## config.mk

```make
export PLATFORM = sky130hd
export DESIGN_NAME = diag_bus_edge_irq
export DESIGN_NICKNAME = d
export VERILOG_FILES = /design/src/diag_bus_edge_irq_pkg.sv /design/src/diag_bus_edge_irq.sv
export SDC_FILE = /design/constraint.sdc
export NUM_CORES = 1
export LEC_CHECK = 0
export BUFFER_PORTS_ARGS = -buffer_cell sky130_fd_sc_hd__buf_4
export CAP_MARGIN = 20
export CORE_ASPECT_RATIO = 0.7
export CORE_MARGIN = 5
export CORE_UTILIZATION = 53
export DETAILED_ROUTE_END_ITERATION = 8
export PLACE_DENSITY_LB_ADDON = 0.05
export SYNTH_ARGS = -nofsm -noshare
export SYNTH_HDL_FRONTEND = slang
export SYNTH_SLANG_ARGS = --single-unit
```

## constraint.sdc

```tcl
create_clock -name CLOCK -period 3.35 [get_ports CLOCK]
set_input_delay 0.335 -clock CLOCK [delete_from_list [all_inputs] [get_ports CLOCK]]
set_output_delay 0.335 -clock CLOCK [all_outputs]
set_load 0.02 [all_outputs]
```

## src/diag_bus_edge_irq_pkg.sv

```systemverilog
// What this block does
// - four channel bytes in one 32-bit word
// - chosen edge sets channel event flag
// - reading control word clears event flags
// - software writes never change event flags
// - polarity zero rising, one falling edge
// - bit pick chooses one of eight bits
// - bus pick: baseband 0/1, radio 0/1
// - enabled flag rise raises the request
`default_nettype none

package diag_bus_edge_irq_pkg;

  // ==========================================================
  // channel layout
  localparam int NUM_CHAN     = 4;
  localparam int CHAN_STRIDE  = 8;
  localparam int CFG_W        = 7;
  localparam int POS_FLAG     = 7;
  localparam int POS_POLARITY = 6;
  localparam int POS_BIT_LO   = 3;
  localparam int POS_BIT_HI   = 5;
  localparam int POS_BUS_LO   = 1;
  localparam int POS_BUS_HI   = 2;
  localparam int POS_ENABLE   = 0;

  // ==========================================================
  // register map, byte addresses
  localparam logic [31:0] ADDR_CTRL_STATUS = 32'h4000_0204;
  localparam logic [31:0] ADDR_IRQ_STATUS  = 32'h4000_0208;
  localparam logic [31:0] ADDR_IRQ_MASK    = 32'h4000_020C;

  // ==========================================================
  // reset values
  localparam logic [CFG_W-1:0]    RST_CFG   = 7'h00;
  localparam logic [NUM_CHAN-1:0] RST_FLAGS = 4'h0;
  localparam logic [NUM_CHAN-1:0] RST_MASK  = 4'h0;
  localparam logic [31:0]         RST_DATA  = 32'h0000_0000;

endpackage : diag_bus_edge_irq_pkg

`default_nettype wire

```

## src/diag_bus_edge_irq.sv

```systemverilog
`timescale 1ns/1ps
`default_nettype none

module diag_bus_edge_irq
  import diag_bus_edge_irq_pkg::*;
(
  input  wire logic        CLOCK,
  input  wire logic        RESETN,
  input  wire logic        PSEL,
  input  wire logic        PENABLE,
  input  wire logic        PWRITE,
  input  wire logic [31:0] PADDR,
  input  wire logic [31:0] PWDATA,
  output var  logic        PREADY,
  output var  logic [31:0] PRDATA,
  output var  logic        PSLVERR,
  input  wire logic [7:0]  BASEBAND_PROBE_BUS0,
  input  wire logic [7:0]  BASEBAND_PROBE_BUS1,
  input  wire logic [7:0]  RADIO_PROBE_BUS0,
  input  wire logic [7:0]  RADIO_PROBE_BUS1,
  output var  logic        DIAG_EVENT_IRQ,
  output var  logic        IRQ
);

  // ==========================================================
  // reset release
  logic rst_meta_q;
  logic rst_n;

  always_ff @(posedge CLOCK or negedge RESETN) begin
    if (!RESETN) begin
      rst_meta_q <= 1'b0;
      rst_n      <= 1'b0;
    end else begin
      rst_meta_q <= 1'b1;
      rst_n      <= rst_meta_q;
    end
  end

  // ==========================================================
  // state
  typedef struct packed {
    logic [NUM_CHAN-1:0][CFG_W-1:0] cfg;
    logic [NUM_CHAN-1:0]            flag;
    logic [NUM_CHAN-1:0]            prev;
    logic [NUM_CHAN-1:0]            pend;
    logic [NUM_CHAN-1:0]            imask;
    logic                           ready;
    logic [31:0]                    rdata;
    logic                           slverr;
    logic                           pulse;
    logic                           irq;
  } state_t;

  state_t s_q;
  state_t s_d;

  // ==========================================================
  // probe selection and edge detection
  logic [3:0][7:0]      probe;
  logic [NUM_CHAN-1:0]  cur;
  logic [NUM_CHAN-1:0]  hit;
  logic [NUM_CHAN-1:0]  chan_en;

  assign probe = {RADIO_PROBE_BUS1, RADIO_PROBE_BUS0, BASEBAND_PROBE_BUS1, BASEBAND_PROBE_BUS0};

  // retargeting a channel can show one spurious edge: prev still holds
  // the old source bit for one cycle
  for (genvar n = 0; n < NUM_CHAN; n++) begin : g_chan
    logic [1:0] bus_pick;
    logic [2:0] bit_pick;
    assign bus_pick = s_q.cfg[n][POS_BUS_HI:POS_BUS_LO];
    assign bit_pick = s_q.cfg[n][POS_BIT_HI:POS_BIT_LO];
    assign chan_en[n] = s_q.cfg[n][POS_ENABLE];
    assign cur[n]   = probe[bus_pick][bit_pick];
    assign hit[n]   = s_q.cfg[n][POS_POLARITY] ? (s_q.prev[n] & ~cur[n])
                                               : (cur[n] & ~s_q.prev[n]);
  end

  // ==========================================================
  // bus decode
  logic acc_start;
  logic done;
  logic hit_ctrl;
  logic hit_istat;
  logic hit_imask;
  logic mapped;
  logic rd_ctrl_done;
  logic [31:0] ctrl_word;

  assign acc_start    = PSEL & PENABLE & ~s_q.ready;
  assign done         = PSEL & PENABLE & s_q.ready;
  assign hit_ctrl     = (PADDR == ADDR_CTRL_STATUS);
  assign hit_istat    = (PADDR == ADDR_IRQ_STATUS);
  assign hit_imask    = (PADDR == ADDR_IRQ_MASK);
  assign mapped       = hit_ctrl | hit_istat | hit_imask;
  assign rd_ctrl_done = done & ~PWRITE & hit_ctrl;

  always_comb begin
    ctrl_word = RST_DATA;
    for (int n = 0; n < NUM_CHAN; n++) begin
      ctrl_word[n*CHAN_STRIDE +: CFG_W]          = s_q.cfg[n];
      ctrl_word[n*CHAN_STRIDE + POS_FLAG]        = s_q.flag[n];
    end
  end

  // ==========================================================
  // next state
  always_comb begin
    s_d       = s_q;
    s_d.prev  = cur;
    s_d.pulse = 1'b0;

    // one wait state keeps every bus output registered
    s_d.ready = acc_start;
    if (acc_start) begin
      s_d.slverr = ~mapped;
      s_d.rdata  = RST_DATA;
      if (!PWRITE && hit_ctrl) begin
        s_d.rdata = ctrl_word;
      end else if (!PWRITE && hit_istat) begin
        s_d.rdata[NUM_CHAN-1:0] = s_q.pend;
      end else if (!PWRITE && hit_imask) begin
        s_d.rdata[NUM_CHAN-1:0] = s_q.imask;
      end
    end else if (done) begin
      s_d.slverr = 1'b0;
    end

    // only the flags that were returned are cleared, so a flag set
    // between capture and completion survives
    if (rd_ctrl_done) begin
      for (int n = 0; n < NUM_CHAN; n++) begin
        if (s_q.rdata[n*CHAN_STRIDE + POS_FLAG]) begin
          s_d.flag[n] = 1'b0;
        end
      end
    end

    if (done && PWRITE && hit_ctrl) begin
      for (int n = 0; n < NUM_CHAN; n++) begin
        s_d.cfg[n] = PWDATA[n*CHAN_STRIDE +: CFG_W];
      end
    end
    if (done && PWRITE && hit_imask) begin
      s_d.imask = PWDATA[NUM_CHAN-1:0];
    end
    if (done && PWRITE && hit_istat) begin
      s_d.pend = s_q.pend & ~PWDATA[NUM_CHAN-1:0];
    end

    // detection last so a set beats a same-cycle clear
    for (int n = 0; n < NUM_CHAN; n++) begin
      if (hit[n]) begin
        s_d.flag[n] = 1'b1;
        if (s_q.cfg[n][POS_ENABLE]) begin
          s_d.pend[n] = 1'b1;
          s_d.pulse   = 1'b1;
        end
      end
    end

    s_d.irq = |(s_d.pend & s_d.imask);
  end

  always_ff @(posedge CLOCK or negedge rst_n) begin
    if (!rst_n) begin
      s_q.cfg    <= {NUM_CHAN{RST_CFG}};
      s_q.flag   <= RST_FLAGS;
      s_q.prev   <= RST_FLAGS;
      s_q.pend   <= RST_FLAGS;
      s_q.imask  <= RST_MASK;
      s_q.ready  <= 1'b0;
      s_q.rdata  <= RST_DATA;
      s_q.slverr <= 1'b0;
      s_q.pulse  <= 1'b0;
      s_q.irq    <= 1'b0;
    end else begin
      s_q <= s_d;
    end
  end

  assign PREADY         = s_q.ready;
  assign PRDATA         = s_q.rdata;
  assign PSLVERR        = s_q.slverr;
  assign DIAG_EVENT_IRQ = s_q.pulse;
  assign IRQ            = s_q.irq;
endmodule // diag_bus_edge_irq

`default_nettype wire

```

== Yosys cells after proc, flatten, opt, wreduce, memory -nomap -nowiden ==
Cells that the tools add are included.

* Bitwise logic cells: 29
* Muxes and demuxes: 53
* Eq/ne operators: 3
* Reductions and logical operators: 22
* Magnitude comparators: 8

{| class="wikitable"
|+ Operator list
! kind !! count
|-
| $eq A32 B31 Y1 const B || 3
|-
| $bmux W8 S2 || 4
|-
| $mux W1 || 34
|-
| $mux W8 || 4
|-
| $mux W28 || 1
|-
| $mux W4 || 6
|-
| $reduce_bool A2 Y1 || 9
|-
| $lt A3 B4 Y1 const B || 4
|-
| $and A1 B1 Y1 || 13
|-
| $bmux W1 S3 || 4
|-
| $lt A2 B3 Y1 const B || 4
|-
| $not A1 Y1 || 11
|-
| $and A4 B4 Y4 || 2
|-
| $reduce_and A2 Y1 || 4
|-
| $logic_and A1 B1 Y1 || 7
|-
| $not A4 Y4 || 1
|-
| $reduce_or A4 Y1 || 1
|-
| $or A1 B1 Y1 || 2
|-
| $logic_not A1 Y1 || 1
|}

* Flip-flop bits (word level): 82

== Depth between registers and ports, before layout ==
* Depth after elaboration: 14
* Gate-level depth with buffers: 8

== Least setup slack after synthesis ==
OpenSTA, ideal clock, no wires.

* Kind: register to register
* Start: register s_q (netlist bit ctrl_word[25])
* End: register s_q (netlist bit IRQ)
* Setup slack: 1,124 ps
* Data arrival time: 2,082 ps
* Path buffers: 1
* Stages on the path, launching flop included: 8
* Library setup time: 144 ps
* Required time: 3,206 ps
* Clock period less this slack: 2,226 ps
* Cell sequence: dfrtp_1 -> buf_2 -> mux2_2 -> o311a_1 -> o211a_1 -> o31a_1 -> o32ai_1 -> o2111ai_1

{| class="wikitable"
|+ RTL lines
! element !! RTL line !! text
|-
| start, declared || diag_bus_edge_irq.sv:55 || <nowiki>state_t s_q;</nowiki>
|}

==> results.toml <==
[run_status]
status = "complete, no violations"

[setup_path]
crit_chain = "mux4_1 > mux4_2 > nand2b_4 > and4_4 > o32ai_2 > o2111ai_1"
start_kind = "flop"
endpoint_kind = "flop"
required_ns = 3.54
r2r_setup_slack_ns = 0.58
cpMaxStageDelayCell = "dfrtp_1"
cp_top_family = "multiplexers"
slowest_delay_ns = 0.68
arrival_ns = 2.96
ff2ff_path_depth = 6
critPathBufInv = 0
crit_type = "reg2reg"
rr_endpoint = "IRQ"
crit_path_max_fanout = 10
r2r_start = "ctrl_word[2]"

[timing]
worst_slew_pin_slew_ns = 0.995
relSlewSlack = 0.336
report.final.hold_viol_count = 0
postLayoutSetupSlackWorst_ns = 0.576
setup_viol = 0
clock_skew_ns = 0.00551
min_period_ns = 2.77
drv_slew = 0
post-route-period-util = 0.828
rsz0062_at_grt = "no"
setup_tns_ns = 0
clock.fmax_mhz = 361

[worst_hold_path]
holdCritPathClass = "reg2async"

[final_layout]
diodes = 0
synthToLayoutAreaGrowth_pct = 23.2
multi_input_area_um2 = 2470
layout.nets = 654
seq_area_um2 = 2060
utilization = 0.669
fill_cells = 737
layout-drive-gt1-share = 0.384

[route]
num_vias = 4001
routed_wl_um = 13300
antenna_left = 0
drt_pass1_iterations = 5
wl_per_cell_um = 19.5
drt_iter0_drc = 437
drc = 0
vias_per_cell = 5.87

[floorplan]
die_area_um2 = 11400
die_w_um = 125
start_util = 0.543
core_region_area_um2 = 9070
die_y_um = 90.7
ios = 137
rows = 29

[synth]
synth-edff-count = 0
synth_top_flop_cell = "dfrtp_1"
syn-cell-area_um2 = 4930
synth_top_area_share = 0.416
synth_top_cell_by_area = "dfrtp_1"
ys_warn_count = 0
ys_types = 61
synth.avg_cell_area_um2 = 10.7
netlist_top_cells_area = "dfrtp_1 (42%), mux4_2 (11%), nand2_1 (5.7%)"
ys_ff_latch = 82
synth.most_common_cell = "dfrtp_1"
ys_top_cells_by_count = "dfrtp_1 (82), nand2_1 (75), nand3_1 (42)"
synth_seq_area_share = 0.416
syn-num-nets = 562
synthCells = 461
async_flop_share = 1.00

[grt]
grt_overflow_total = 0
grt_pass1_wl_um = 21800
grt_pass1_vias = 3953
track_usage = 0.240
antenna_found_initial = 0
grt_max_degree = 81

[cts]
cts.repair.resized = 0
clk_pin_slew_worst_paths_ns = 0.06
cts_sinks = 82
cts_tree = "yes"
insertion_delay_ns = 0.35
cts-root-buf = "clkbuf_16"
numCtsBuffers = 9
clk_path_buf_depth = 2
ctsHtreeMaxLevel = 3

[power_and_ir_drop]
p_per_area_nw_per_um2 = 357
internal-power_mw = 1.63
p_sw_frac = 0.248
p_seq_frac = 0.464
switching_power_mw = 0.537
p_leak_nw = 2.91
p_comb_frac = 0.102
clkPwrFrac = 0.434
power.total_mw = 2.17
max-vdd-ir-drop_mv = 0.225

[placed_design]
pre_cts_ws_ns = 0.628
portBuffers = 132
place_hpwl_um = 9970
gp_congestion = 0.871

[run]
cap_violations = 0
## final cells by class
cell class | instances | share of cell area
Inverter | 14 | 0.00866
Clock buffer | 10 | 0.0377
Sequential cell | 82 | 0.339
Clock inverter | 6 | 0.00845
Multi-Input combinational cell | 308 | 0.407
Tap cell | 124 | 0.0256
Timing Repair Buffer | 138 | 0.174
## flip-flops by register name, summed over array words and instances, names as in the netlist
register	flops
ctrl_word	28
DIAG_EVENT_IRQ	1
s_q	12
rst_n	1
PREADY	1
IRQ	1
chan_en	4
PRDATA	32
rst_meta_q	1
PSLVERR	1
## per-layer routing
metal	global-route usage	part of all wire
met3	0.0739	0.088
met2	0.331	0.42
met1	0.368	0.48
met5	0	0
met4	0.0605	0.012
## worst reg2reg max path, cell delays in order, from the launching register on
cell       delay [ns]
dfrtp_1          0.68
mux4_1           0.65
mux4_2           0.49
nand2b_4         0.17
and4_4           0.20
o32ai_2          0.24
o2111ai_1        0.19
## worst max path at each step
stage / from / end / slack [ns] / depth (start not counted)
after floorplan: rst_n / DIAG_EVENT_IRQ / 0.90 / 0
after global placement: ctrl_word[2] / IRQ / 0.64 / 6
after detailed placement: ctrl_word[2] / IRQ / 0.63 / 6
after CTS: ctrl_word[2] / IRQ / 0.60 / 6
after global routing: ctrl_word[25] / IRQ / 0.49 / 6
final: ctrl_word[2] / IRQ / 0.58 / 6
## kinds of logic after synthesis
| kind of cell | share of synthesized area |
|---|---|
| other | 0.000761 |
| buffers and inverters | 0.0840 |
| multiplexers | 0.230 |
| flip-flops | 0.416 |
| AO/OA/AOI/OAI | 0.0731 |
| AND/OR/NAND/NOR | 0.195 |
## power by group through the flow
stage | registers, mW | clock network, mW | logic (mW)
2_1_floorplan | 1.04 | 0 | 0.0667
3_3_place_gp | 1.04 | 0 | 0.194
3_5_place_dp | 1.04 | 0 | 0.199
4_1_cts | 1.02 | 0.953 | 0.201
5_1_grt | 1.01 | 1.00 | 0.240
6_report | 1.00 | 0.939 | 0.222
## cells in the final DEF (no fill, tap or decap), drive strengths merged, types with 2 or more instances in the layout
| cell type | netlist | final |
|---|---|---|
| nand3 | 42 | 42 |
| inv | 14 | 16 |
| mux2i | 14 | 14 |
| and3 | 7 | 7 |
| nand4 | 2 | 2 |
| mux2 | 26 | 26 |
| nor4b | 5 | 5 |
| nand2b | 4 | 4 |
| or3 | 3 | 3 |
| buf | 41 | 137 |
| clkinvlp | 0 | 3 |
| nor2b | 3 | 3 |
| a21oi | 2 | 2 |
| mux4 | 30 | 30 |
| a21o | 2 | 2 |
| o32ai | 3 | 3 |
| clkbuf | 16 | 10 |
| a221o | 2 | 2 |
| a31oi | 3 | 3 |
| dfrtp | 82 | 82 |
| or2 | 7 | 7 |
| a2bb2oi | 4 | 4 |
| nor4 | 9 | 9 |
| nand2 | 75 | 75 |
| o22a | 2 | 2 |
| nor3b | 3 | 3 |
| o21ai | 12 | 12 |
| a22oi | 2 | 2 |
| a21boi | 3 | 3 |
| nor2 | 17 | 17 |
| nor3 | 6 | 6 |
| o22ai | 2 | 2 |
## per-stage QoR
step	cells	cell area [um^2]	hold WS [ns]
2_1_floorplan	461	4930	0.0394
3_3_place_gp	664	5750	0.117
3_5_place_dp	664	5750	0.120
4_1_cts	681	6040	0.185
5_1_grt	682	6070	0.186
6_report	682	6070	0.165
## timing repair
| item | CTS | global route |
|---|---|---|
| setup buffers | 0 | 0 |
| hold buffers | 1 | 0 |
| endpoints found under the hold margin | 2 | 0 |
Note: power is estimated with default switching activity, not from simulation.
